===== src/pcc_pkg.sv =====
// package: capability word layout, offsets and constants
package pcc_pkg;

    localparam logic [7:0]  PCC_ADDR_WORD0    = 8'h00;
    localparam logic [7:0]  PCC_ADDR_WORD1    = 8'h04;
    localparam logic [31:0] PCC_RDATA_ZERO    = 32'h0000_0000;

    // field positions of capability word 0
    localparam int PCC_POS_PROC_ID   = 24;
    localparam int PCC_POS_RSVD      = 20;
    localparam int PCC_POS_PROC_REV  = 16;
    localparam int PCC_POS_ARCH_TYPE = 13;
    localparam int PCC_POS_ARCH_REV  = 10;
    localparam int PCC_POS_MMU_KIND  = 7;
    localparam int PCC_POS_FPU       = 6;
    localparam int PCC_POS_JEXT      = 5;
    localparam int PCC_POS_PERF      = 4;
    localparam int PCC_POS_DEBUG     = 3;
    localparam int PCC_POS_SIMD      = 2;
    localparam int PCC_POS_DSP       = 1;
    localparam int PCC_POS_RMW       = 0;

    // platform-fixed field values
    localparam logic [3:0] PCC_RSVD_VAL      = 4'h0;
    localparam logic [2:0] PCC_ARCH_TYPE_VAL = 3'h1;
    localparam logic [2:0] PCC_ARCH_REV_VAL  = 3'h1;
    localparam logic [2:0] PCC_MMU_SHARED    = 3'h2;
    localparam logic       PCC_FPU_VAL       = 1'b0;
    localparam logic       PCC_JEXT_VAL      = 1'b1;
    localparam logic       PCC_PERF_VAL      = 1'b1;
    localparam logic       PCC_DEBUG_VAL     = 1'b1;
    localparam logic       PCC_SIMD_VAL      = 1'b1;
    localparam logic       PCC_DSP_VAL       = 1'b1;
    localparam logic       PCC_RMW_VAL       = 1'b0;

    // implementation-chosen defaults; identity values are arbitrary
    localparam logic [7:0]  PCC_PROC_ID_DEF  = 8'h5A;
    localparam logic [3:0]  PCC_PROC_REV_DEF = 4'h3;
    localparam logic [31:0] PCC_WORD1_DEF    = 32'h0000_0000;

    typedef struct packed {
        logic [7:0] procId;
        logic [3:0] reserved;
        logic [3:0] procRev;
        logic [2:0] archType;
        logic [2:0] archRev;
        logic [2:0] mmuKind;
        logic       fpu;
        logic       jext;
        logic       perf;
        logic       debug;
        logic       simd;
        logic       dsp;
        logic       rmw;
    } pcc_word0_type;

    typedef struct packed {
        logic [7:0] addr;
        logic       rdStrobe;
        logic       wrStrobe;
    } pcc_req_type;

    function automatic pcc_word0_type pcc_make_word0(
        input logic [7:0] procId,
        input logic [3:0] procRev
    );
        pcc_word0_type w;
        w.procId   = procId;
        w.reserved = PCC_RSVD_VAL;
        w.procRev  = procRev;
        w.archType = PCC_ARCH_TYPE_VAL;
        w.archRev  = PCC_ARCH_REV_VAL;
        w.mmuKind  = PCC_MMU_SHARED;
        w.fpu      = PCC_FPU_VAL;
        w.jext     = PCC_JEXT_VAL;
        w.perf     = PCC_PERF_VAL;
        w.debug    = PCC_DEBUG_VAL;
        w.simd     = PCC_SIMD_VAL;
        w.dsp      = PCC_DSP_VAL;
        w.rmw      = PCC_RMW_VAL;
        return w;
    endfunction : pcc_make_word0

endpackage : pcc_pkg


===== src/pcc_config_regs.sv =====
// read-only processor capability register bank
//
// Contract
// - registers read-only; writes change nothing
// - fixed fields plus build-time implementation constants
// - bits 31:24 hold processor type code
// - bits 19:16 hold implementation revision
// - bit 0 reads 0: no RMW
`timescale 1ns/10ps
module pcc_config_regs
    import pcc_pkg::*;
#(
    parameter logic [7:0]  PROC_ID  = PCC_PROC_ID_DEF,
    parameter logic [3:0]  PROC_REV = PCC_PROC_REV_DEF,
    parameter logic [31:0] WORD1    = PCC_WORD1_DEF
)(
    input  wire logic        clk_sys,
    input  wire logic        rstn,
    input  wire logic        clkEn,
    input  wire logic [7:0]  addr,
    input  wire logic [31:0] wrData,
    input  wire logic        wrStrobe,
    input  wire logic        rdStrobe,
    output logic      [31:0] rdData,
    output logic             rdValid,
    output logic             wrIgnored
);

    pcc_req_type req;
    logic [31:0] romWord;
    logic        romHit;
    logic [31:0] next_rdData;
    logic        next_rdValid;
    logic        next_wrIgnored;

    // reference word built field by field, apart from the rom helper
    function automatic logic [31:0] pcc_word0_ref(
        input logic [7:0] procId,
        input logic [3:0] procRev
    );
        return {procId, PCC_RSVD_VAL, procRev, PCC_ARCH_TYPE_VAL,
                PCC_ARCH_REV_VAL, PCC_MMU_SHARED, PCC_FPU_VAL,
                PCC_JEXT_VAL, PCC_PERF_VAL, PCC_DEBUG_VAL,
                PCC_SIMD_VAL, PCC_DSP_VAL, PCC_RMW_VAL};
    endfunction : pcc_word0_ref

    localparam logic [31:0] WORD0_REF = pcc_word0_ref(PROC_ID, PROC_REV);

    assign req = '{addr: addr, rdStrobe: rdStrobe, wrStrobe: wrStrobe};

    pcc_word_rom #(
        .PROC_ID  (PROC_ID),
        .PROC_REV (PROC_REV),
        .WORD1    (WORD1)
    ) pcc_word_rom_i (
        .addr (req.addr),
        .word (romWord),
        .hit  (romHit)
    );

    // write data is never stored; it only flags the attempt
    always_comb
    begin
        next_rdData    = PCC_RDATA_ZERO;
        next_rdValid   = 1'b0;
        next_wrIgnored = 1'b0;
        if (req.rdStrobe)
        begin
            next_rdData  = romHit ? romWord : PCC_RDATA_ZERO;
            next_rdValid = 1'b1;
        end
        if (req.wrStrobe)
        begin
            next_wrIgnored = 1'b1;
        end
    end

    always_ff @(posedge clk_sys or negedge rstn)
    begin
        if (!rstn)
        begin
            rdData    <= PCC_RDATA_ZERO;
            rdValid   <= 1'b0;
            wrIgnored <= 1'b0;
        end
        else if (clkEn)
        begin
            rdData    <= next_rdData;
            rdValid   <= next_rdValid;
            wrIgnored <= next_wrIgnored;
        end
    end
endmodule : pcc_config_regs


===== src/pcc_word_rom.sv =====
// constant capability words selected by address
`timescale 1ns/10ps
module pcc_word_rom
    import pcc_pkg::*;
#(
    parameter logic [7:0]  PROC_ID  = PCC_PROC_ID_DEF,
    parameter logic [3:0]  PROC_REV = PCC_PROC_REV_DEF,
    parameter logic [31:0] WORD1    = PCC_WORD1_DEF
)(
    input  wire logic [7:0]  addr,
    output logic      [31:0] word,
    output logic             hit
);

    pcc_word0_type word0;

    always_comb
    begin
        word0 = pcc_make_word0(PROC_ID, PROC_REV);
        word  = PCC_RDATA_ZERO;
        hit   = 1'b0;
        unique case (addr)
            PCC_ADDR_WORD0:
            begin
                word = word0;
                hit  = 1'b1;
            end
            PCC_ADDR_WORD1:
            begin
                word = WORD1;
                hit  = 1'b1;
            end
            default:
            begin
                word = PCC_RDATA_ZERO;
                hit  = 1'b0;
            end
        endcase
    end

endmodule : pcc_word_rom

===== config.mk =====
export PLATFORM = sky130hd
export DESIGN_NAME = pcc_config_regs
export DESIGN_NICKNAME = d
export VERILOG_FILES = /design/src/pcc_pkg.sv /design/src/pcc_config_regs.sv /design/src/pcc_word_rom.sv
export SDC_FILE = /design/constraint.sdc
export NUM_CORES = 1
export LEC_CHECK = 0
export BUFFER_PORTS_ARGS = -buffer_cell sky130_fd_sc_hd__buf_2
export CAP_MARGIN = 20
export CORE_ASPECT_RATIO = 2
export CORE_MARGIN = 1
export CORE_UTILIZATION = 52
export CTS_CLUSTER_SIZE = 20
export DETAILED_ROUTE_END_ITERATION = 10
export MAX_ROUTING_LAYER = met4
export PLACE_DENSITY = 0.87
export REMOVE_ABC_BUFFERS = 1
export SKIP_LAST_GASP = 1
export SYNTH_ARGS = -nofsm -noshare
export SYNTH_HDL_FRONTEND = slang
export SYNTH_HIERARCHICAL = 1
export SYNTH_SLANG_ARGS = --single-unit

===== constraint.sdc =====
create_clock -name clk_sys -period 1.8 [get_ports clk_sys]
set_clock_uncertainty 0.15 [all_clocks]
set_input_delay 0.54 -clock clk_sys [delete_from_list [all_inputs] [get_ports clk_sys]]
set_output_delay 0.54 -clock clk_sys [all_outputs]
set_load 0.005 [all_outputs]

==> flow_metrics.py, run 1 <==
metrics = {
    "pwr": {
        "comb_power_share_pct": 7.2,
        "clock_power_share_pct": 36.9,
        "power_switching_uw": 309,
        "p_int_uw": 1070,
        "ir_worst_vdd_mv": 0.554,
        "swShare_pct": 22.3,
        "power_uw": 1380,
        "power.density_nw_per_um2": 714,
        "power_frac_seq_pct": 55.8,
        "leakage_uw": 0.000971,
    },
    "logic_synthesis": {
        "synth_top_cell_area_share_pct": 49.2,
        "synthMuxAreaShare_pct": 1.30,
        "yosys.area_share.simple_pct": 9.19,
        "yosysWarnings": 6,
        "synthesis.area_um2": 1730,
        "synthAdderAreaFrac_pct": 0,
        "synth.area.top_cells": "dfrtp_1 49%, buf_4 14%, o22ai_1 8.0%, o22ai_2 7.2%, nand2_1 7.2%",
        "synth-seq-cells": 34,
        "synth_xor_area_share_pct": 0,
        "synth_compound_area_share_pct": 15.2,
        "synth_seq_area_share_pct": 49.2,
        "synth_largest_area_cell": "dfrtp_1",
        "syn_avg_cell_area_um2": 9.66,
        "synthCells": 179,
        "synth_top_family_by_area": "buffers and inverters",
        "synthDistinctLibCells": 14,
    },
    "final_layout": {
        "area_delta_synth_final_pct": 12.1,
        "final_util_pct": 61.4,
        "final_cell_count_no_fill": 252,
        "drive_gt1_share_pct": 35.3,
        "antenna_cells": 0,
        "post-route-cell-area_um2": 1940,
        "nets": 266,
        "layout_commonest_cell": "buf_2",
        "layout_common_cells": "46 x buf_2, 34 x dfrtp_1, 33 x nand2_1",
        "fillers": 268,
    },
    "timing": {
        "drv_slew": 0,
        "rsz0062_at_grt": "no",
        "period_minus_slack_ns": 1.73,
        "finalHoldViolations": 0,
        "period_share_pct": 96.2,
        "whs_ns": 0.00776,
        "fmax_mhz": 578,
        "setup_viol": 0,
    },
    "global_routing": {
        "grt_max_degree": 47,
        "grt_pass1_vias": 1110,
        "antenna_found_initial": 0,
        "grt_pass1_wl_mm": 4.88,
        "gr-total-overflow": 0,
        "track_usage_pct": 18.9,
    },
    "drt": {
        "wirelength_mm": 2.99,
        "drtPass1Iterations": 4,
        "postRouteAntennaNets": 0,
        "viasPerCell": 4.76,
        "drc": 0,
        "drt_iter0_drc": 27,
        "wl_per_cell_um": 11.9,
        "routed-via-count": 1199,
    },
    "floorplan": {
        "dieArea_um2": 3570,
        "start_util_pct": 54.8,
        "row_count": 29,
        "ios": 79,
        "core_um2": 3160,
        "die_h_um": 83.6,
        "die_w_um": 42.8,
    },
    "clock_tree": {
        "cts_resized": 0,
        "cts_setup_buffers": 0,
        "htree_levels": 2,
        "clock_latency_ns": 0.28,
        "clock-sinks": 34,
        "ctsLongestPathBuffers": 2,
        "ctsHoldBuffers": 0,
        "clk_pin_slew_worst_paths_ns": 0.06,
        "tritoncts": "done",
        "root_buffer": "clkbuf_8",
        "cts_inserted_buffers": 5,
    },
    "worst_setup_path": {
        "timing.rr.end": "rdValid",
        "cp_slowest_cell": "or4_4",
        "r2r_cells": 1,
        "worst-path-buf-inv": 2,
        "r2r_slack_ns": 0.91,
        "cp-start-kind": "input pin",
        "critical-path-top-delay-family": "simple AND/OR/NAND/NOR gates",
        "required_ns": 1.85,
        "crit_chain": "buf_2, or4_4, nor4_2, nand2_1, buf_4, o22ai_1",
        "critical_path_class": "input pin to flop",
        "end_kind": "flop",
        "critPathMaxFanout": 11,
        "slowest_delay_ns": 0.53,
        "cp_data_arrival_time_ns": 1.78,
        "r2r-start": "rdValid",
    },
    "place": {
        "place.gp.congestion": 0.734,
        "port_buffers": 46,
        "dp_hpwl_mm": 2.20,
        "dp_cells": 245,
        "place_area_um2": 1860,
    },
    "run": {
        "cap_viol_max_count": 0,
    },
    "outcome": {
        "status": "finished clean",
    },
    "min_path": {
        "hp-class": "input pin to async pin",
    },
}
## flip-flops by register name, summed over array words and instances (netlist names)
signal / flops
rdValid: 1
wrIgnored: 1
rdData: 32
## cell usage after synthesis
library cell	count
or4_1	1
nand2_1	33
nor2_1	1
buf_6	4
buf_4	32
conb_1	1
dfrtp_1	34
buf_2	5
or4_4	1
o22ai_1	22
o22ai_2	10
inv_1	32
nor4_2	1
mux2_2	2
## area by class of cell
cell class	count	area, um^2	area share [%]
multi-input cells	89	512	26.4
inverters	32	120	6.20
well taps	31	38.8	2.00
repair buffers	59	340	17.6
flip-flops and latches	34	851	43.9
clock buffers	7	76.3	3.94
## worst max path at each step
stage	startpoint	end	slack (ns)	cells past startpoint
4_1_cts	addr[5]	rdData[28]	0.07	6
3_3_place_gp	addr[5]	rdData[10]	-0.18	6
2_1_floorplan	addr[5]	rdData[10]	-0.45	4
6_report	addr[5]	rdData[28]	0.07	6
3_5_place_dp	addr[5]	rdData[28]	-0.22	6
5_1_grt	addr[5]	rdData[28]	0.02	6
## cell families after synthesis
logic type | after synthesis
other | 1
flip-flops | 34
multiplexers | 2
buffers and inverters | 73
AND/OR/NAND/NOR | 37
AO/OA/AOI/OAI | 32
## through the flow
| step | setup TNS, ns | setup WS [ns] |
|---|---|---|
| CTS | 0 | 0.0740 |
| finish | 0 | 0.0692 |
| detailed placement | -2.58 | -0.223 |
| global route | 0 | 0.0162 |
| global placement | -2.31 | -0.182 |
| floorplan | -6.31 | -0.454 |
## per-layer routing
layer	wire length [um]	GRT usage, %	vias up
met5	0	-	-
met4	85	11.6	0
met3	82	3.90	7
met2	1630	31.0	34
met1	1190	20.0	555
li1	-	-	603
## power by group through the flow
| stage | clock network [uW] | logic, uW | registers [uW] |
|---|---|---|---|
| 2_1_floorplan | 0 | 25.0 | 787 |
| 3_3_place_gp | 0 | 96.7 | 786 |
| 3_5_place_dp | 0 | 99.3 | 786 |
| 4_1_cts | 529 | 99.0 | 772 |
| 5_1_grt | 557 | 112 | 772 |
| 6_report | 511 | 99.8 | 772 |
Power figures use the tool's default switching activity.
==> inputs of run 2 (changes only) <==
--- a/config.mk
+++ b/config.mk
@@ -10,11 +10,11 @@
 export CORE_ASPECT_RATIO = 2
 export CORE_MARGIN = 1
 export CORE_UTILIZATION = 52
-export CTS_CLUSTER_SIZE = 20
 export DETAILED_ROUTE_END_ITERATION = 10
 export MAX_ROUTING_LAYER = met4
 export PLACE_DENSITY = 0.87
 export REMOVE_ABC_BUFFERS = 1
+export SETUP_SLACK_MARGIN = 0.3
 export SKIP_LAST_GASP = 1
 export SYNTH_ARGS = -nofsm -noshare
 export SYNTH_HDL_FRONTEND = slang
==> flow_metrics.py, run 2 (same netlist as run 1, synthesis figures left out) <==
metrics = {
    "run": {
        "cap_viol_max_count": 0,
    },
    "drt": {
        "drt-met1-wl_mm": 1.23,
        "wl_met2_mm": 1.71,
        "drt_iter0_drc": 21,
        "wirelength_mm": 3.13,
        "drc": 0,
        "top_layer": "met4",
        "wl_per_cell_um": 12.0,
        "wl_met3_um": 90,
        "drtPass1Iterations": 4,
        "routed-via-count": 1244,
        "postRouteAntennaNets": 0,
        "viasPerCell": 4.75,
    },
    "pwr": {
        "power.density_nw_per_um2": 673,
        "power_uw": 1390,
        "power_frac_seq_pct": 55.7,
        "p_int_uw": 1080,
        "leakage_uw": 0.00104,
        "comb_power_share_pct": 7.5,
        "clock_power_share_pct": 36.8,
        "swShare_pct": 22.4,
        "ir_worst_vdd_mv": 0.552,
        "power_switching_uw": 311,
    },
    "floorplan": {
        "dieArea_um2": 3570,
        "die_h_um": 83.6,
        "ios": 79,
        "core_um2": 3160,
        "start_util_pct": 54.8,
        "die_w_um": 42.8,
        "row_count": 29,
    },
    "final_layout": {
        "layout_common_cells": "45 x buf_2, 34 x dfrtp_1, 32 x inv_1, 32 x nand2_1",
        "reg_top3": "rdData (32), rdValid (1), wrIgnored (1)",
        "antenna_cells": 0,
        "layout_commonest_cell": "buf_2",
        "regMostFlops": "rdData",
        "area_delta_synth_final_pct": 19.2,
        "largest_register_ffs": 32,
        "nets": 276,
        "drive_gt1_share_pct": 39.8,
        "post-route-cell-area_um2": 2060,
    },
    "clock_tree": {
        "ctsHoldBuffers": 0,
        "clock_latency_ns": 0.28,
        "htree_levels": 2,
        "cts_inserted_buffers": 5,
        "clock-sinks": 34,
        "tritoncts": "done",
        "root_buffer": "clkbuf_8",
        "clk_pin_slew_worst_paths_ns": 0.06,
        "ctsLongestPathBuffers": 2,
    },
    "global_routing": {
        "gr-total-overflow": 0,
        "grt_pass1_vias": 1110,
        "antenna_found_initial": 0,
        "grt_max_degree": 47,
        "track_usage_pct": 19.0,
        "grt_pass1_wl_mm": 4.90,
    },
    "place": {
        "place.gp.congestion": 0.734,
        "port_buffers": 46,
        "place_worst_setup_slack_ns": -0.223,
        "dp_hpwl_mm": 2.20,
        "place_area_um2": 1860,
    },
    "worst_setup_path": {
        "cp-start-kind": "input pin",
        "required_ns": 1.86,
        "critPathMaxFanout": 5,
        "end_kind": "flop",
        "cp_data_arrival_time_ns": 1.73,
        "critical_path_class": "input pin to flop",
    },
    "timing": {
        "drv_slew": 0,
        "finalWorstSetupSlack_ns": 0.122,
        "setup_viol": 0,
        "period_minus_slack_ns": 1.68,
        "rsz0062_at_grt": "yes",
        "setup_tns_ns": 0,
        "fmax_mhz": 596,
        "period_share_pct": 93.2,
        "finalHoldViolations": 0,
    },
    "min_path": {
        "hp-class": "input pin to async pin",
    },
    "outcome": {
        "status": "finished clean",
    },
}
-- run 2: final cells by class --
cell class	instances	area, um^2
tap	31	38.8
sequential	34	851
timing repair buffer	69	433
fill	249	1100
inverter	32	120
clock buffer	7	76.3
multi-input combinational	89	542
-- run 2: per-stage QoR --
stage	hold WS, ns	cells	utilization (%)
2_1_floorplan	0.0944	155	-
3_3_place_gp	0.313	245	59.0
6_report	0.00691	262	65.3
4_1_cts	0.00636	252	61.5
5_1_grt	0.0241	262	65.3
3_5_place_dp	0.312	245	59.0
-- run 2: worst paths after layout --
| kind | depth (start not counted) | end | startpoint | slack, ns |
|---|---|---|---|---|
| max | 6 | rdData[16] | addr[5] | 0.12 |
| min | 1 | wrIgnored | rstn | 0.007 |
| max reg2reg | 3 | rdData[15] | rdData[15] | 0.89 |
| min reg2reg | 1 | wrIgnored | wrIgnored | 0.36 |
| max in group asynchronous | 2 | rdData[9] | rstn | 0.98 |
| min in group clk_sys | 2 | wrIgnored | wrStrobe | 0.35 |
-- run 2: power groups by stage --
stage          sequential [uW]  combinational (uW)  clock, uW
6_report                   772                 105        510
5_1_grt                    772                 117        557
4_1_cts                    772                99.1        529
3_5_place_dp               786                99.3          0
3_3_place_gp               786                96.7          0
2_1_floorplan              787                25.0          0
-- run 2: critical path: stages --
cell and delay (ns):
buf_6 0.09, or4_4 0.54, nor4_4 0.16, nand2_2 0.12
buf_4 0.18, o22ai_2 0.10
-- run 2: routing by layer --
metal | vias up | global-route usage [%]
met5 | - | -
met4 | 0 | 11.6
met3 | 9 | 3.90
met2 | 37 | 30.9
met1 | 575 | 20.3
li1 | 623 | -
-- run 2: what timing repair did --
action | in CTS | in global routing
setup endpoints to repair | 17 | 34
endpoints found under the hold margin | 0 | 0
gates cloned | 0 | 1
pin swaps | 1 | 1
resized for setup | 1 | 10
buffers inserted | 0 | 9
==> inputs of run 3 (changes only) <==
--- a/config.mk
+++ b/config.mk
@@ -9,10 +9,10 @@
 export CAP_MARGIN = 20
 export CORE_ASPECT_RATIO = 2
 export CORE_MARGIN = 1
-export CORE_UTILIZATION = 52
+export CORE_UTILIZATION = 44
 export DETAILED_ROUTE_END_ITERATION = 10
 export MAX_ROUTING_LAYER = met4
-export PLACE_DENSITY = 0.87
+export PLACE_DENSITY = 0.79
 export REMOVE_ABC_BUFFERS = 1
 export SETUP_SLACK_MARGIN = 0.3
 export SKIP_LAST_GASP = 1
==> constraint.sdc (replaced) <==
create_clock -name clk_sys -period 1.4 [get_ports clk_sys]
set_clock_uncertainty 0.15 [all_clocks]
set_input_delay 0.42 -clock clk_sys [delete_from_list [all_inputs] [get_ports clk_sys]]
set_output_delay 0.42 -clock clk_sys [all_outputs]
set_load 0.005 [all_outputs]
==> flow_metrics.py, run 3 (same netlist as run 1, synthesis figures left out) <==
metrics = {
    "clock_tree": {
        "ctsLongestPathBuffers": 2,
        "clk_pin_slew_worst_paths_ns": 0.06,
        "root_buffer": "clkbuf_8",
        "tritoncts": "done",
        "clock_latency_ns": 0.27,
        "cts_inserted_buffers": 5,
        "clock-sinks": 34,
        "htree_levels": 2,
    },
    "drt": {
        "drt_iter0_drc": 16,
        "wl_per_cell_um": 11.0,
        "drtPass1Iterations": 4,
        "postRouteAntennaNets": 0,
        "drc": 0,
        "viasPerCell": 4.37,
        "wirelength_mm": 3.16,
        "routed-via-count": 1250,
    },
    "final_layout": {
        "layout_common_cells": "45 x buf_2, 34 x dfrtp_1, 32 x inv_1, 32 x nand2_1, 27 x buf_4",
        "layout_commonest_cell": "buf_2",
        "largest_register_ffs": 32,
        "area_delta_synth_final_pct": 25.2,
        "post-route-cell-area_um2": 2160,
        "regMostFlops": "rdData",
        "antenna_cells": 0,
        "reg_top3": "rdData (32), rdValid (1), wrIgnored (1)",
        "nets": 283,
        "drive_gt1_share_pct": 43.5,
        "final_cell_count_no_fill": 286,
    },
    "timing": {
        "setup_viol": 14,
        "finalHoldViolations": 10,
        "finalWorstSetupSlack_ns": -0.160,
        "period_share_pct": 111,
        "fmax_mhz": 641,
        "whs_ns": -0.131,
        "period_minus_slack_ns": 1.56,
        "rsz0062_at_grt": "yes",
        "drv_slew": 0,
    },
    "run": {
        "cap_viol_max_count": 0,
    },
    "pwr": {
        "swShare_pct": 21.8,
        "clock_power_share_pct": 37.6,
        "power_frac_seq_pct": 54.2,
        "power_switching_uw": 399,
        "power.density_nw_per_um2": 846,
        "power_uw": 1830,
        "leakage_uw": 0.00108,
        "p_int_uw": 1430,
        "comb_power_share_pct": 8.2,
        "ir_worst_vdd_mv": 0.629,
    },
    "global_routing": {
        "grt_pass1_wl_mm": 5.13,
        "antenna_found_initial": 0,
        "track_usage_pct": 17.2,
        "grt_max_degree": 18,
        "grt_pass1_vias": 1196,
        "gr-total-overflow": 0,
    },
    "outcome": {
        "status": "finished, violations left",
        "violations": "negative hold slack, negative setup slack",
    },
    "worst_setup_path": {
        "cp_data_arrival_time_ns": 1.60,
        "timing.rr.end": "rdValid",
        "critPathMaxFanout": 10,
        "r2r_slack_ns": 0.27,
        "end_kind": "flop",
        "required_ns": 1.44,
        "r2r_cells": 3,
        "critical_path_class": "input pin to flop",
        "cp-start-kind": "input pin",
        "r2r-start": "rdValid",
    },
    "place": {
        "place.gp.congestion": 0.732,
        "place_area_um2": 1900,
        "dp_hpwl_mm": 2.27,
        "place_worst_setup_slack_ns": -0.472,
        "dp_cells": 265,
        "port_buffers": 46,
    },
    "floorplan": {
        "core_um2": 3680,
        "start_util_pct": 46.9,
        "dieArea_um2": 4200,
        "ios": 79,
        "die_w_um": 46.3,
        "die_h_um": 90.7,
        "row_count": 31,
    },
    "min_path": {
        "hp-class": "input pin to async pin",
    },
}
## run 3: cell types whose count changed in the layout (fill, tap and decap cells not counted)
cell | previous run | this run
o22ai_1 | 19 | 16
clkbuf_1 | 2 | 0
o22ai_2 | 13 | 15
o22ai_4 | 0 | 1
buf_6 | 4 | 3
buf_4 | 19 | 27
clkbuf_8 | 5 | 6
## run 3: worst max path at each step
| stage | to | startpoint | slack (ns) |
|---|---|---|---|
| after floorplan | rdData[10] | addr[5] | -0.73 |
| after global placement | rdData[10] | addr[5] | -0.45 |
| after detailed placement | rdData[28] | addr[5] | -0.47 |
| after CTS | rdData[2] | addr[5] | -0.14 |
| after global routing | rdData[5] | addr[5] | -0.22 |
| final | rdData[5] | addr[5] | -0.16 |
## run 3: worst max-delay path: stages
cell and delay [ns]:
buf_6 0.09, or4_4 0.54, nor4_4 0.16, nand2_2 0.10
buf_6 0.15, o22ai_1 0.14
## run 3: cell type report
class / instances / area [um^2]
Fill cell: 320 / 1520
Sequential cell: 34 / 851
Multi-Input combinational cell: 89 / 568
Timing Repair Buffer: 76 / 482
Inverter: 32 / 120
Clock buffer: 6 / 82.6
Tap cell: 49 / 61.3
## run 3: repair_timing
action | in CTS | in global routing
pin swaps | 1 | 0
resized for setup | 11 | 1
buffers inserted | 7 | 8
endpoints found under the hold margin | 10 | 10
gates cloned | 0 | 0
endpoints found under the setup margin | 48 | 48
## run 3: routing by layer
layer / vias up / GRT usage (%) / part of all wire, %
met5: - / - / 0
met4: 0 / 8.82 / 2.0
met3: 4 / 3.00 / 1.8
met2: 31 / 27.9 / 56
met1: 574 / 18.9 / 40
li1: 641 / - / -
## run 3: stage by stage
stage / util (%) / setup TNS [ns]
global placement: 51.5 / -6.06
global route: 58.7 / -2.67
floorplan: - / -10.23
finish: 58.7 / -1.79
detailed placement: 51.5 / -6.37
CTS: 56.9 / -1.74
## run 3: power by group through the flow
stage	Sequential [uW]	Clock, uW	Combinational (uW)
finish	993	689	150
global route	993	749	169
CTS	992	716	144
detailed placement	1010	0	133
global placement	1010	0	131
floorplan	1010	0	32.1
